[config.mk]
export PLATFORM = sky130hd
export DESIGN_NAME = prog_link_phy_layer
export DESIGN_NICKNAME = d
export VERILOG_FILES = /design/src/rtl/prog_link_pkg.sv /design/src/rtl/link_sync.sv /design/src/rtl/prog_link_phy_layer.sv
export SDC_FILE = /design/constraint.sdc
export NUM_CORES = 1
export LEC_CHECK = 0
export BUFFER_PORTS_ARGS = -buffer_cell sky130_fd_sc_hd__buf_2
export CORE_ASPECT_RATIO = 1.25
export CORE_UTILIZATION = 57
export DETAILED_ROUTE_END_ITERATION = 16
export PLACE_DENSITY = 0.79
export SLEW_MARGIN = 25
export SYNTH_ARGS = -nofsm -noshare
export SYNTH_HDL_FRONTEND = slang
export SYNTH_SLANG_ARGS = --single-unit
[constraint.sdc]
create_clock -name clk_sys -period 2.2 [get_ports clk_sys]
set_input_delay 0.22 -clock clk_sys [delete_from_list [all_inputs] [get_ports clk_sys]]
set_output_delay 0.22 -clock clk_sys [all_outputs]
set_load 0.05 [all_outputs]
[src/rtl/prog_link_pkg.sv]
// Constants and types shared by the programming link physical layer
`default_nettype none
package prog_link_pkg;
   localparam int unsigned DATA_BITS      = 8;
   localparam int unsigned STOP_BITS      = 2;
   localparam int unsigned BREAK_BITS     = 12;
   localparam int unsigned ENABLE_IDLE    = 16;
   localparam int unsigned IDLE_MIN_BITS  = 2;
   localparam logic [7:0]  GUARD_RESET    = 8'h80;
   localparam logic [3:0]  BIT_CNT_LAST   = 4'h0;
   localparam logic [3:0]  RX_FRAME_BITS  = 4'hB;
   localparam logic [3:0]  TX_FRAME_BITS  = 4'hC;
   typedef enum logic [2:0] {
      ST_OFF,
      ST_RX_IDLE,
      ST_RX_SHIFT,
      ST_TX_GUARD,
      ST_TX_SHIFT,
      ST_TX_DONE
   } phy_state_t;
endpackage
`default_nettype wire

[src/rtl/link_sync.sv]
// Two flip-flop synchroniser for a group of pin levels
`default_nettype none
module link_sync #(
   parameter int unsigned WIDTH = 1
) (
   input  wire logic             clk_sys,
   input  wire logic             rst,
   input  wire logic [WIDTH-1:0] async_in,
   output logic      [WIDTH-1:0] sync_out
);
   logic [WIDTH-1:0] meta_q;

   // First stage feeds only the second stage
   always_ff @(posedge clk_sys)
   begin
      if (rst)
      begin
         meta_q   <= '0;
         sync_out <= '0;
      end
      else
      begin
         meta_q   <= async_in;
         sync_out <= meta_q;
      end
   end
endmodule
`default_nettype wire

[src/rtl/prog_link_phy_layer.sv]
// Half-duplex three pin programming link physical layer
`default_nettype none
module prog_link_phy_layer
   import prog_link_pkg::*;
(
   // System
   input  wire logic       clk_sys,
   input  wire logic       rst,
   // Pins
   input  wire logic       prog_link_clock_pin,
   input  wire logic       prog_link_data_pin_in,
   output logic            prog_link_data_pin_out,
   output logic            prog_link_data_pin_oe,
   input  wire logic       reset_pin_low,
   input  wire logic       reset_pin_high_voltage,
   // Configuration
   input  wire logic       reset_pin_disable_fuse,
   input  wire logic       memory_access_enable_bit,
   input  wire logic [7:0] phy_guard_time_control,
   input  wire logic       guard_time_load,
   // Access layer
   input  wire logic       tx_mode_select,
   input  wire logic       tx_valid,
   input  wire logic [7:0] tx_data,
   output logic            tx_ready,
   output logic            tx_done,
   output logic [7:0]      rx_data,
   output logic            rx_valid,
   output logic            frame_error,
   output logic            parity_error,
   output logic            break_detected,
   output logic            collision,
   output logic            link_enabled
);
   typedef struct packed {
      phy_state_t  state;
      logic        clk_prev;
      logic [10:0] shift;
      logic [3:0]  bit_cnt;
      logic        par_acc;
      logic        all_zero;
      logic [8:0]  guard_cnt;
      logic [7:0]  guard_cfg;
      logic        drv_one;
      logic        out_bit;
      logic        out_oe;
      logic        rx_valid;
      logic        frame_err;
      logic        par_err;
      logic        brk;
      logic        coll;
      logic        tx_ready;
      logic        tx_done;
      logic [7:0]  rx_data;
      logic        enabled;
      logic        was_enabled;
   } phy_reg_t;

   phy_reg_t r_q;
   phy_reg_t r_d;

   logic [4:0] pins_sync;
   logic       lclk;
   logic       ldata;
   logic       rst_low_s;
   logic       hv_s;
   logic       fuse_s;
   logic       rise;
   logic       fall;
   logic       session_req;

   // Pin levels cross into the system clock domain
   link_sync #(
      .WIDTH (5)
   ) u_sync (
      .clk_sys  (clk_sys),
      .rst      (rst),
      .async_in ({prog_link_clock_pin, prog_link_data_pin_in, reset_pin_low,
                  reset_pin_high_voltage, reset_pin_disable_fuse}),
      .sync_out (pins_sync)
   );

   assign lclk      = pins_sync[4];
   assign ldata     = pins_sync[3];
   assign rst_low_s = pins_sync[2];
   assign hv_s      = pins_sync[1];
   assign fuse_s    = pins_sync[0];

   // Edges of the sampled link clock
   assign rise = lclk & ~r_q.clk_prev;
   assign fall = ~lclk & r_q.clk_prev;

   // Enable source depends on reset pin disable fuse
   assign session_req = fuse_s ? hv_s : rst_low_s;

   // Next state
   always_comb
   begin
      r_d           = r_q;
      r_d.clk_prev  = lclk;
      r_d.rx_valid  = 1'b0;
      r_d.frame_err = 1'b0;
      r_d.par_err   = 1'b0;
      r_d.brk       = 1'b0;
      r_d.coll      = 1'b0;
      r_d.tx_done   = 1'b0;
      if (guard_time_load)
      begin
         r_d.guard_cfg = phy_guard_time_control;
      end

      // Session on while pin asserted, kept if memory access is on
      if (session_req)
      begin
         r_d.enabled = 1'b1;
      end
      else if (!memory_access_enable_bit)
      begin
         r_d.enabled = 1'b0;
      end  // Else session survives release
      r_d.was_enabled = r_d.enabled;

      if (!r_q.enabled)
      begin
         r_d.state    = ST_OFF;
         r_d.out_oe   = 1'b0;
         r_d.tx_ready = 1'b0;
      end
      else
      begin
         case (r_q.state)
            ST_OFF:
            begin
               // Physical layer initialised: receive mode, default guard
               r_d.state     = ST_RX_IDLE;
               r_d.guard_cfg = GUARD_RESET;
               r_d.out_oe    = 1'b0;
               r_d.all_zero  = 1'b0;
            end
            ST_RX_IDLE:
            begin
               r_d.out_oe = 1'b0;
               if (tx_mode_select)
               begin
                  // Direction only on access layer request
                  r_d.state     = ST_TX_GUARD;
                  r_d.guard_cnt = {1'b0, r_q.guard_cfg} + 9'(IDLE_MIN_BITS);
               end
               else if (rise && ldata)
               begin
                  // Line seen high, so any break tail is over
                  r_d.all_zero = 1'b0;
               end
               else if (rise && !r_q.all_zero)
               begin
                  // First low sample is the start bit; lows trailing a break are skipped
                  r_d.state    = ST_RX_SHIFT;
                  r_d.bit_cnt  = RX_FRAME_BITS;
                  r_d.par_acc  = 1'b0;
                  r_d.all_zero = 1'b1;
               end
            end
            ST_RX_SHIFT:
            begin
               if (rise)
               begin
                  // Bits enter at the top, so D0 ends at bit 0
                  r_d.shift    = {ldata, r_q.shift[10:1]};
                  r_d.bit_cnt  = r_q.bit_cnt - 4'h1;
                  r_d.all_zero = r_q.all_zero & ~ldata;
                  if (r_q.bit_cnt > 4'h3)
                  begin
                     r_d.par_acc = r_q.par_acc ^ ldata;
                  end
                  if (r_q.bit_cnt == 4'h1)
                  begin
                     r_d.state   = ST_RX_IDLE;
                     r_d.rx_data = r_d.shift[7:0];
                     r_d.rx_valid = 1'b1;
                     if (r_d.all_zero)
                     begin
                        // Break wins; longer low just restarts idle search
                        r_d.brk = 1'b1;
                     end
                     else
                     begin
                        r_d.frame_err = ~r_d.shift[9] | ~r_d.shift[10];
                        r_d.par_err   = r_q.par_acc ^ r_d.shift[8];
                     end
                  end
               end
            end
            ST_TX_GUARD:
            begin
               r_d.out_oe = 1'b0;
               if (!tx_mode_select)
               begin
                  // Offer withdrawn with the mode, so no stale ready in receive
                  r_d.state    = ST_RX_IDLE;
                  r_d.tx_ready = 1'b0;
               end
               else if (fall)
               begin
                  // Idle bits held by pull-up; ready on the last of guard plus two
                  if (r_q.guard_cnt > 9'h001)
                  begin
                     r_d.guard_cnt = r_q.guard_cnt - 9'h001;
                  end
                  else
                  begin
                     r_d.guard_cnt = 9'h000;
                     r_d.tx_ready  = 1'b1;
                  end
               end
               if (r_q.tx_ready && tx_valid && tx_mode_select)
               begin
                  r_d.tx_ready = 1'b0;
                  r_d.shift    = {2'b11, ^tx_data, tx_data};
                  r_d.bit_cnt  = TX_FRAME_BITS;
                  r_d.state    = ST_TX_SHIFT;
                  r_d.drv_one  = 1'b0;
               end
            end
            ST_TX_SHIFT:
            begin
               // Released line read low means another driver
               if (rise && !r_q.out_oe && !ldata && r_q.bit_cnt != TX_FRAME_BITS)
               begin
                  r_d.coll   = 1'b1;
                  r_d.out_oe = 1'b0;
                  r_d.state  = ST_RX_IDLE;
               end
               else if (fall)
               begin
                  if (r_q.bit_cnt == BIT_CNT_LAST)
                  begin
                     r_d.out_oe  = 1'b0;
                     r_d.tx_done = 1'b1;
                     r_d.state   = ST_TX_DONE;
                  end
                  else
                  begin
                     // Start bit, then LSB first data, parity, stops
                     if (r_q.bit_cnt == TX_FRAME_BITS)
                     begin
                        r_d.out_bit = 1'b0;
                     end
                     else
                     begin
                        r_d.out_bit = r_q.shift[0];
                        r_d.shift   = {1'b1, r_q.shift[10:1]};
                     end
                     // Zeros always driven, a one only on its first bit
                     r_d.out_oe  = ~r_d.out_bit | ~r_q.drv_one;
                     r_d.drv_one = r_d.out_bit;
                     r_d.bit_cnt = r_q.bit_cnt - 4'h1;
                  end
               end
            end
            ST_TX_DONE:
            begin
               // Next byte back to back, or return to receive
               if (!tx_mode_select)
               begin
                  r_d.state = ST_RX_IDLE;
               end
               else
               begin
                  r_d.tx_ready = 1'b1;
                  r_d.state    = ST_TX_GUARD;
                  r_d.guard_cnt = 9'h000;
               end
            end
            default:
            begin
               r_d.state = ST_OFF;
            end
         endcase
      end
   end

   // State register
   always_ff @(posedge clk_sys)
   begin
      if (rst)
      begin
         r_q           <= '0;
         r_q.state     <= ST_OFF;
         r_q.guard_cfg <= GUARD_RESET;
         r_q.out_bit   <= 1'b1;
      end
      else
      begin
         r_q <= r_d;
      end
   end

   // Outputs straight from flip-flops
   assign prog_link_data_pin_out = r_q.out_bit;
   assign prog_link_data_pin_oe  = r_q.out_oe;
   assign tx_ready       = r_q.tx_ready;
   assign tx_done        = r_q.tx_done;
   assign rx_data        = r_q.rx_data;
   assign rx_valid       = r_q.rx_valid;
   assign frame_error    = r_q.frame_err;
   assign parity_error   = r_q.par_err;
   assign break_detected = r_q.brk;
   assign collision      = r_q.coll;
   assign link_enabled   = r_q.was_enabled;
endmodule
`default_nettype wire

==> qor.csv, run 1 <==
metric,value,unit
measured slew at the worst slew-check pin,745,ps
"Distinct cells, synth",61,
row cnt,31,
die height,88.4,um
TritonRoute pass-1 iters,7,
Final Setup Violations,0,
"Primary FF master, synth",dfxtp_1,
worst vdd ir,0.708,mV
period utilisation layout,0.925,
sequential power share,0.492,
synthesized cell area,3400,sq um
Pwr Total,2.54,mW
WL per Instance,14.7,um
M1 WL,3.03,mm
clock-pin slew on the worst setup and hold paths,80,ps
Mean Syn Cell Area,8.44,sq um
final worst setup slack,166,ps
initial antenna violation count,0,
Int Power,1.95,mW
layout cells sized above 1,0.196,
# placed instances,500,
fin crit period,2030,ps
fin nets,478,
Post-Synthesis Cells,403,
GRT Overall Usage,0.263,
drt total wl,7.57,mm
core box area,5780,sq um
final antenna-violating net count,0,
clock power share,0.451,
Net Sw Frac,0.233,
status,"complete, no violations",
Comb power frac,0.058,
Port Buf Inserts,44,
pwr dens,648,nW/um^2
Worst Setup Start Kind,flop,
register area share after synthesis,0.394,
Final Hold Viols,0,
hold worst-path end,u_sync.meta_q[4]$_SDFF_PP0_,
pre-CTS setup slack,193,ps
vias in the first global route,2844,
WHS,71.1,ps
htree depth,3,
NetSw,591,uW
Worst setup EP type,flop,
met2 wire len,3.79,mm
largest net degree at the start of global routing,28,
"non-filler cells, final",516,
Skew-Pair Late Insertion Delay,350,ps
Diodes inserted,0,
Post-synth EDFFs,0,
Clock Path Buffers,2,
Synthesis Warnings,0,
clk root buf,clkbuf_8,
Crit Reg-Reg Endpoint,r_q[50]$_SDFFE_PP0P_,
Layout Skew,5.60,ps
"Slowest-stage cell, CP",dfxtp_1,
HP Start,prog_link_clock_pin,
worst reg-to-reg setup slack,170,ps
Worst Hold Class,primary input to flop,
die footprint,6280,sq um
hold depth,2,
Max-Cap Viols,0,
critical path arrival,2290,ps
ys async rst share,0,
Synth-to-Final Area Change,15.2,%
LEAKAGE,1.56,nW
Yosys reg bits,67,
Post-Syn Nets,436,
RSZ-0062 raised after global routing,no,
Slew HR,0.498,
top layer reached by signal wires,met4,
Final TNS setup,0,ps
reg-to-reg startpoint,r_q[39]$_SDFFE_PP0P_,
IO Pins,45,
total gr overflow,0,
Vias,3084,
crit-path cells,inv_1 -> ha_1 -> nor3b_1 -> a2bb2oi_1 -> nor3_2 -> buf_12 -> nor2_1 -> a311oi_1,
Starting DRT DRC Count,259,
R2R cell count,8,
Via density,5.98,
Worst Path Max Fanout,22,
met3 wire length,514,um
placed wire-length estimate,5.67,mm
f_max,0.492,GHz
total CTS buffers,9,
TritonCTS clock tree,yes,
max-slew violations,0,
Critical Path Start,r_q[39]$_SDFFE_PP0P_,
Setup CP Type,flop to flop,
chip width,71.1,um
detailed-route DRC error count,0,
"Data required, critical path",2450,ps
clk sink count,67,
gpl congestion,0.939,
hold_buf cts,0,
first-pass GRT wire length,12.7,mm
Worst path max stage delay,430,ps
Post-CTS Resized,0,
Setup Buffers After CTS,0,
initial core utilization,0.589,
## critical path: cells and delay by family (launching register included)
family / cells / cell delay [ps]
adders and majority gates: 1 / 260
DFF: 1 / 430
AOI/OAI and AO/OA: 2 / 470
and+or+nand+nor: 3 / 500
buffers and inverters: 2 / 280
## state kept, by name (all words and copies together) (netlist names)
register / cells
prog_link_data_pin_oe: 1
break_detected: 1
tx_ready: 1
rx_data: 8
u_sync.meta_q: 5
prog_link_data_pin_out: 1
frame_error: 1
u_sync.sync_out: 5
rx_valid: 1
r_q: 39
parity_error: 1
tx_done: 1
collision: 1
link_enabled: 1
## power groups by stage
stage               Sequential (mW)  Clock [mW]  Combinational (mW)
floorplan                      1.27           0              0.0973
global placement               1.28           0               0.144
detailed placement             1.28           0               0.147
CTS                            1.25        1.17               0.147
global route                   1.25        1.22               0.160
finish                         1.25        1.14               0.146
## metrics by stage
step | instance area [sq um] | util
2_1_floorplan | 3400 | -
3_3_place_gp | 3690 | 0.639
3_5_place_dp | 3690 | 0.639
4_1_cts | 3920 | 0.678
5_1_grt | 3920 | 0.678
6_report | 3920 | 0.678
## layer usage
metal | GRT usage | up-vias
met5 | 0 | -
met1 | 0.300 | 1431
met4 | 0.156 | 0
met3 | 0.0843 | 24
met2 | 0.434 | 120
li1 | - | 1509
## layout by cell type (no fill, tap or decap), types with 2 or more instances in the layout
cell type,n
o21a_1,4
dfxtp_1,67
nor4_1,4
and2_1,2
a2bb2oi_1,4
a311oi_1,10
a31oi_1,3
and2b_1,2
nand2_1,35
nor2b_1,16
or4_1,4
nand3b_1,2
a21oi_1,25
mux2i_1,17
nand4_1,2
buf_4,15
xor2_1,3
a211oi_1,2
o32ai_1,4
nand3_1,11
a32oi_1,2
o21ai_0,16
clkinvlp_4,2
or3b_2,2
xnor2_1,10
nor3b_1,4
o31ai_1,3
buf_2,44
a21o_1,2
or3_1,2
nand2b_1,9
nor3_1,7
a211o_1,2
nor4b_1,3
bufinv_16,2
inv_1,12
nor2_1,54
clkbuf_8,9
ha_1,6
## Yosys cell counts, types with 3 or more instances
| library cell | n | share of area |
|---|---|---|
| nor3_1 | 7 | 0.010 |
| clkbuf_1 | 17 | 0.019 |
| ha_1 | 6 | 0.022 |
| a2bb2oi_1 | 4 | 0.010 |
| mux2i_1 | 17 | 0.050 |
| a21oi_1 | 25 | 0.037 |
| buf_2 | 3 | 0.0044 |
| a311oi_1 | 10 | 0.026 |
| nand3_1 | 11 | 0.016 |
| dfxtp_1 | 67 | 0.39 |
| nand2b_1 | 9 | 0.017 |
| o21a_1 | 4 | 0.0088 |
| nor3b_1 | 4 | 0.0088 |
| o32ai_1 | 4 | 0.010 |
| nor4_1 | 4 | 0.0074 |
| nor4b_1 | 3 | 0.0077 |
| o31ai_1 | 3 | 0.0066 |
| nor2_1 | 54 | 0.060 |
| xor2_1 | 3 | 0.0077 |
| xnor2_1 | 10 | 0.026 |
| o21ai_0 | 16 | 0.024 |
| buf_4 | 8 | 0.018 |
| nand2_1 | 35 | 0.039 |
| or4_1 | 4 | 0.0088 |
| nor2b_1 | 16 | 0.029 |
| a31oi_1 | 3 | 0.0055 |
| inv_1 | 12 | 0.013 |
## cells by family after synthesis
group | share of synthesized area
adder cells (fa/ha/maj) | 0.0221
XOR/XNOR | 0.0335
buffers and inverters | 0.0552
AO/OA/AOI/OAI | 0.192
multiplexers | 0.0533
flip-flops | 0.394
AND/OR/NAND/NOR | 0.249
## final cells by class
| cell class | count | area [sq um] |
|---|---|---|
| clock buffers | 9 | 124 |
| inverters | 12 | 45.0 |
| well taps | 66 | 82.6 |
| multi-input cells | 295 | 1870 |
| flip-flops and latches | 67 | 1340 |
| clock inverters | 7 | 100 |
| repair buffers | 60 | 353 |
| fillers | 477 | 1860 |
## worst max path at each step
stage                                       to  slack (ps)  depth (start not counted)
after floorplan           r_q[44]$_SDFFE_PP0P_         200                          7
after global placement    r_q[41]$_SDFFE_PP0P_         270                          5
after detailed placement  r_q[50]$_SDFFE_PP0P_         190                          8
after CTS                 r_q[50]$_SDFFE_PP0P_         160                          8
after global routing      r_q[49]$_SDFFE_PP0P_           9                          8
final                     r_q[50]$_SDFFE_PP0P_         170                          8
(Power assumes the default switching activity.)
==> run 2, diff against run 1 <==
--- a/config.mk
+++ b/config.mk
@@ -7,9 +7,9 @@
 export LEC_CHECK = 0
 export BUFFER_PORTS_ARGS = -buffer_cell sky130_fd_sc_hd__buf_2
 export CORE_ASPECT_RATIO = 1.25
-export CORE_UTILIZATION = 57
+export CORE_UTILIZATION = 55
 export DETAILED_ROUTE_END_ITERATION = 16
-export PLACE_DENSITY = 0.79
+export PLACE_DENSITY = 0.77
 export SLEW_MARGIN = 25
 export SYNTH_ARGS = -nofsm -noshare
 export SYNTH_HDL_FRONTEND = slang
==> run 2 against run 1 <==
Effect of this change:
- fmax decreased by 1.4%
- combinational power grew 12%
- total power up 1.5%
- sequential cell count is the same
- clock power about the same
- clock skew increased by 2.0 ps
- critical endpoint is now r_q[41]$_SDFFE_PP0P_
- largest power group unchanged
==> qor.csv, run 2 (synthesis gave the netlist of run 1 again) <==
metric,value,unit,change
status,"complete, no violations",,unchanged
crit-path cells,buf_4 -> or4b_4 -> o311a_4 -> nor3_4 -> o21ai_2 -> a221oi_2,,was inv_1 -> ha_1 -> nor3b_1 -> a2bb2oi_1 -> nor3_2 -> buf_12 -> nor2_1 -> a311oi_1
R2R cell count,6,,was 8
Final Setup Violations,0,,unchanged
die height,89.9,um,was 88.4 um
clk sink count,67,,unchanged
Setup Buffers After CTS,0,,unchanged
IO Pins,45,,unchanged
CP Capture Point,r_q[41]$_SDFFE_PP0P_,,was r_q[50]$_SDFFE_PP0P_
Pwr Total,2.58,mW,was 2.54 mW
pre-CTS setup slack,91.9,ps,was 193 ps
Slew HR,0.502,,was 0.498
"non-filler cells, final",551,,was 516
clock-pin slew on the worst setup and hold paths,80,ps,about the same
total CTS buffers,9,,unchanged
initial antenna violation count,0,,unchanged
final worst setup slack,136,ps,was 166 ps
Filler Cells Inserted,508,,was 477
Starting DRT DRC Count,241,,was 259
TritonCTS clock tree,yes,,unchanged
reg-to-reg startpoint,r_q[54]$_SDFF_PP0_,,was r_q[39]$_SDFFE_PP0P_
Critical Path Start,r_q[54]$_SDFF_PP0_,,was r_q[39]$_SDFFE_PP0P_
vias in the first global route,2962,,was 2844
Port Buf Inserts,44,,unchanged
WHS,67.3,ps,was 71.1 ps
fin crit period,2060,ps,was 2030 ps
row cnt,31,,unchanged
Crit Reg-Reg Endpoint,r_q[41]$_SDFFE_PP0P_,,was r_q[50]$_SDFFE_PP0P_
GRT Overall Usage,0.272,,was 0.263
hold_buf cts,0,,unchanged
htree depth,3,,unchanged
RSZ-0062 raised after global routing,no,,unchanged
Skew-Pair Late Insertion Delay,360,ps,was 350 ps
Final Hold Viols,0,,unchanged
gpl congestion,0.962,,was 0.939
die footprint,6510,sq um,was 6280 sq um
core box area,5900,sq um,was 5780 sq um
f_max,0.485,GHz,was 0.492 GHz
initial core utilization,0.577,,was 0.589
Worst Hold Class,primary input to flop,,unchanged
Worst setup EP type,flop,,unchanged
Worst path max stage delay,510,ps,was 430 ps
"commonest non-fill, non-tap cell in the layout",dfxtp_1,,unchanged
"Slowest-stage cell, CP",or4b_4,,was dfxtp_1
Worst Path Max Fanout,7,,was 22
drt total wl,8.49,mm,was 7.57 mm
worst vdd ir,0.443,mV,was 0.708 mV
total gr overflow,0,,unchanged
most frequent cells in the layout,"67 x dfxtp_1, 54 x nor2_1, 44 x buf_2",,unchanged
Clock Path Buffers,2,,unchanged
layout cells sized above 1,0.228,,was 0.196
max-slew violations,0,,unchanged
fin nets,497,,was 478
largest net degree at the start of global routing,23,,was 28
clk root buf,clkbuf_8,,unchanged
detailed-route DRC error count,0,,unchanged
Worst Setup Start Kind,flop,,unchanged
Vias,3229,,was 3084
max reg flops,39,,unchanged
first-pass GRT wire length,13.7,mm,was 12.7 mm
Largest Register,r_q,,unchanged
placed wire-length estimate,5.97,mm,was 5.67 mm
TritonRoute pass-1 iters,5,,was 7
worst reg-to-reg setup slack,140,ps,was 170 ps
Layout Skew,7.57,ps,was 5.60 ps
pwr dens,632,nW/um^2,was 648 nW/um^2
final antenna-violating net count,0,,unchanged
period utilisation layout,0.938,,was 0.925
measured slew at the worst slew-check pin,739,ps,was 745 ps
fin util,0.692,,was 0.678
# placed instances,534,,was 500
Diodes inserted,0,,unchanged
Via density,5.86,,was 5.98
LEAKAGE,1.64,nW,was 1.56 nW
WL per Instance,15.4,um,was 14.7 um
chip width,72.3,um,was 71.1 um
Setup CP Type,flop to flop,,unchanged
Max-Cap Viols,0,,unchanged
"Data required, critical path",2480,ps,was 2450 ps
critical path arrival,2340,ps,was 2290 ps
Synth-to-Final Area Change,19.9,%,was 15.2%
## run 2: layout make-up
| class | instances | area [sq um] | share of cell area |
|---|---|---|---|
| well taps | 82 | 103 | 0.0252 |
| inverters | 12 | 45.0 | 0.0110 |
| repair buffers | 78 | 475 | 0.117 |
| flip-flops and latches | 67 | 1340 | 0.329 |
| clock buffers | 9 | 124 | 0.0304 |
| multi-input cells | 296 | 1890 | 0.463 |
| clock inverters | 7 | 100 | 0.0245 |
## run 2: worst min path at each step
stage,from,endpoint,slack (ps),depth (start not counted)
5_1_grt,reset_pin_low,u_sync.meta_q[2]$_SDFF_PP0_,70,2
4_1_cts,phy_guard_time_control[7],r_q[27]$_SDFF_PP1_,60,2
6_report,phy_guard_time_control[7],r_q[27]$_SDFF_PP1_,70,2
2_1_floorplan,phy_guard_time_control[7],r_q[27]$_SDFF_PP1_,340,1
3_3_place_gp,u_sync.meta_q[2]$_SDFF_PP0_,u_sync.sync_out[2]$_SDFF_PP0_,420,1
3_5_place_dp,u_sync.meta_q[1]$_SDFF_PP0_,u_sync.sync_out[1]$_SDFF_PP0_,420,1
## run 2: through the flow
| stage | setup TNS (ps) | area [sq um] |
|---|---|---|
| final | 0 | 4080 |
| after global routing | 0 | 4080 |
| after CTS | 0 | 4070 |
| after detailed placement | 0 | 3840 |
| after global placement | -363 | 3840 |
| after floorplan | 0 | 3400 |
## run 2: report_power, final
| group | switching, mW | leakage [nW] | internal, mW |
|---|---|---|---|
| clock | 0.523 | 0.108 | 0.647 |
| combinational | 0.0852 | 0.993 | 0.0776 |
| sequential | 0.0139 | 0.543 | 1.23 |
| total | 0.622 | 1.64 | 1.96 |
## run 2: metal layers
layer  GRT usage  vias up  share of wire
li1            -     1553              -
met1       0.320     1494           0.40
met2       0.449      152           0.49
met3      0.0673       30          0.067
met4       0.141        0          0.036
met5           0        -              0
## run 2: critical path, delay by kind of cell, from the launching register on
kind                   cells  cell delay [ps]
and+or+nand+nor            2              810
DFF                        1              310
buffers and inverters      1              150
AOI/OAI and AO/OA          3              710
## run 2: timing repair
item,in CTS,in global routing
endpoints found under the hold margin,0,0
gates resized for setup,0,0
setup endpoints to repair,0,8
==> run 3, diff against run 2 <==
--- a/config.mk
+++ b/config.mk
@@ -5,11 +5,14 @@
 export SDC_FILE = /design/constraint.sdc
 export NUM_CORES = 1
 export LEC_CHECK = 0
+export ABC_CLOCK_PERIOD_IN_PS = 2200
 export BUFFER_PORTS_ARGS = -buffer_cell sky130_fd_sc_hd__buf_2
+export CELL_PAD_IN_SITES_DETAIL_PLACEMENT = 1
+export CELL_PAD_IN_SITES_GLOBAL_PLACEMENT = 1
 export CORE_ASPECT_RATIO = 1.25
-export CORE_UTILIZATION = 55
+export CORE_UTILIZATION = 43
 export DETAILED_ROUTE_END_ITERATION = 16
-export PLACE_DENSITY = 0.77
+export PLACE_DENSITY_LB_ADDON = 0.1
 export SLEW_MARGIN = 25
 export SYNTH_ARGS = -nofsm -noshare
 export SYNTH_HDL_FRONTEND = slang
==> run 3 against run 2 <==
Effect of this change:
- utilization shrank 16 points
- critical path depth grew 2
- non-clock buffer count shrank 18
- fmax grew 0.42%
- sequential cell count is the same
- final area shrank 1.5%
- final cell count shrank 1.6%
- clock power grew 17%
- combinational power shrank 6%
- via count shrank 3.0%
==> qor.csv, run 3 (synthesis gave the netlist of run 1 again) <==
metric,value,unit,change
initial antenna violation count,0,,unchanged
Finished Cell Area,4020,sq um,was 4080 sq um
hold_buf cts,0,,unchanged
fin crit period,2060,ps,about the same
worst vdd ir,0.718,mV,was 0.443 mV
Worst Path Max Fanout,22,,was 7
Setup CP Type,flop to flop,,unchanged
clk root buf,clkbuf_8,,unchanged
htree depth,3,,unchanged
status,"complete, no violations",,unchanged
Synth-to-Final Area Change,18.0,%,was 19.9%
final antenna-violating net count,0,,unchanged
Worst setup EP type,flop,,unchanged
Worst path max stage delay,420,ps,was 510 ps
"commonest non-fill, non-tap cell in the layout",dfxtp_1,,unchanged
"Slowest-stage cell, CP",dfxtp_1,,was or4b_4
Max-Cap Viols,0,,unchanged
fin nets,478,,was 497
initial core utilization,0.452,,was 0.577
crit-path cells,inv_1 -> ha_1 -> nor3b_1 -> a2bb2oi_2 -> nor3_2 -> buf_12 -> nor2_1 -> a311oi_1,,was buf_4 -> or4b_4 -> o311a_4 -> nor3_4 -> o21ai_2 -> a221oi_2
most frequent cells in the layout,"67 x dfxtp_1, 54 x nor2_1, 44 x buf_2",,unchanged
vias in the first global route,3175,,was 2962
clk sink count,67,,unchanged
gpl congestion,0.937,,was 0.962
pwr dens,692,nW/um^2,was 632 nW/um^2
chip width,81.6,um,was 72.3 um
placed wire-length estimate,6.71,mm,was 5.97 mm
Diodes inserted,0,,unchanged
LEAKAGE,1.59,nW,was 1.64 nW
Worst Setup Start Kind,flop,,unchanged
critical path arrival,2310,ps,was 2340 ps
Worst Hold Class,primary input to flop,,unchanged
period utilisation layout,0.934,,was 0.938
WL per Instance,17.1,um,was 15.4 um
Clock Path Buffers,2,,unchanged
worst path buffer plus inverter count,2,,was 1
Largest Register,r_q,,unchanged
die height,101,um,was 89.9 um
TritonRoute pass-1 iters,4,,was 5
Port Buf Inserts,44,,unchanged
Starting DRT DRC Count,78,,was 241
Layout Skew,9.35,ps,was 7.57 ps
total CTS buffers,9,,unchanged
core box area,7530,sq um,was 5900 sq um
Skew-Pair Late Insertion Delay,350,ps,was 360 ps
measured slew at the worst slew-check pin,863,ps,was 739 ps
clock-pin slew on the worst setup and hold paths,70,ps,was 80 ps
Final TNS setup,0,ps,unchanged
Filler Cells Inserted,922,,was 508
Final Hold Viols,0,,unchanged
Slew HR,0.419,,was 0.502
Placed Area,3740,sq um,was 3840 sq um
max reg flops,39,,unchanged
GRT Overall Usage,0.244,,was 0.272
Vias,3133,,was 3229
drt total wl,9.29,mm,was 8.49 mm
first-pass GRT wire length,15.2,mm,was 13.7 mm
total gr overflow,0,,unchanged
row cnt,35,,was 31
largest net degree at the start of global routing,35,,was 23
crit-path leading delay family,simple AND/OR/NAND/NOR gates,,unchanged
detailed-route DRC error count,0,,unchanged
TritonCTS clock tree,yes,,unchanged
layout cells sized above 1,0.198,,was 0.228
f_max,0.487,GHz,was 0.485 GHz
IO Pins,45,,unchanged
Via density,5.78,,was 5.86
max-slew violations,0,,unchanged
die footprint,8270,sq um,was 6510 sq um
"Data required, critical path",2460,ps,was 2480 ps
Final Setup Violations,0,,unchanged
RSZ-0062 raised after global routing,no,,unchanged
run 3: cell count changes in the layout (fill, tap and decap cells not counted), sizes merged:
cell	delta
buf	-18
bufinv	+2
clkbuf	+1
clkinv	-1
clkinvlp	-1
inv	-1
nor3	-1
run 3: repair_timing:
| item | in CTS | in global routing |
|---|---|---|
| endpoints found under the setup margin | 0 | 10 |
| buffers inserted | 0 | 0 |
| gates resized for setup | 0 | 2 |
run 3: area by class of cell:
type	instances	area, sq um	area share
Clock buffer	10	128	0.0318
Clock inverter	6	136	0.0340
Inverter	12	45.0	0.0112
Multi-Input combinational cell	295	1880	0.469
Sequential cell	67	1340	0.334
Tap cell	92	115	0.0287
Timing Repair Buffer	60	365	0.0910
run 3: worst reg2reg max path, stage by stage, from the launching register on:
cell and delay [ps]:
dfxtp_1 420, inv_1 90, ha_1 270, nor3b_1 210, a2bb2oi_2 210, nor3_2 260
buf_12 200, nor2_1 60, a311oi_1 250
run 3: path summary, 6_finish.rpt:
kind | start | cells past startpoint | slack (ps) | endpoint
max reg2reg | r_q[39]$_SDFFE_PP0P_ | 8 | 140 | r_q[46]$_SDFFE_PP0P_
min reg2reg | u_sync.meta_q[0]$_SDFF_PP0_ | 1 | 440 | u_sync.sync_out[0]$_SDFF_PP0_
min | phy_guard_time_control[7] | 2 | 70 | r_q[27]$_SDFF_PP1_
max | r_q[39]$_SDFFE_PP0P_ | 8 | 140 | r_q[46]$_SDFFE_PP0P_
run 3: per-stage QoR:
| stage | instances | power [mW] | worst slack [ps] | hold slack [ps] | util |
|---|---|---|---|---|---|
| after floorplan | 403 | 1.37 | 201 | 342 | - |
| after global placement | 526 | 1.43 | 173 | 421 | 0.497 |
| after detailed placement | 526 | 1.43 | 102 | 431 | 0.497 |
| after CTS | 542 | 2.81 | 74.1 | 56.2 | 0.532 |
| after global routing | 542 | 2.87 | 24.9 | 61.3 | 0.533 |
| final | 542 | 2.78 | 145 | 68.2 | 0.533 |
run 3: where the power goes:
part,leakage [nW],total [mW],switching [mW],internal [mW]
clock,0.127,1.37,0.503,0.872
combinational,0.915,0.153,0.0806,0.0724
sequential,0.543,1.25,0.0186,1.23
total,1.59,2.78,0.602,2.18
run 3: routing by layer:
metal,wire length (um),part of all wire,track usage
met1,4010,0.43,0.288
met2,4720,0.51,0.417
met3,393,0.042,0.0577
met4,161,0.017,0.102
met5,0,0,0
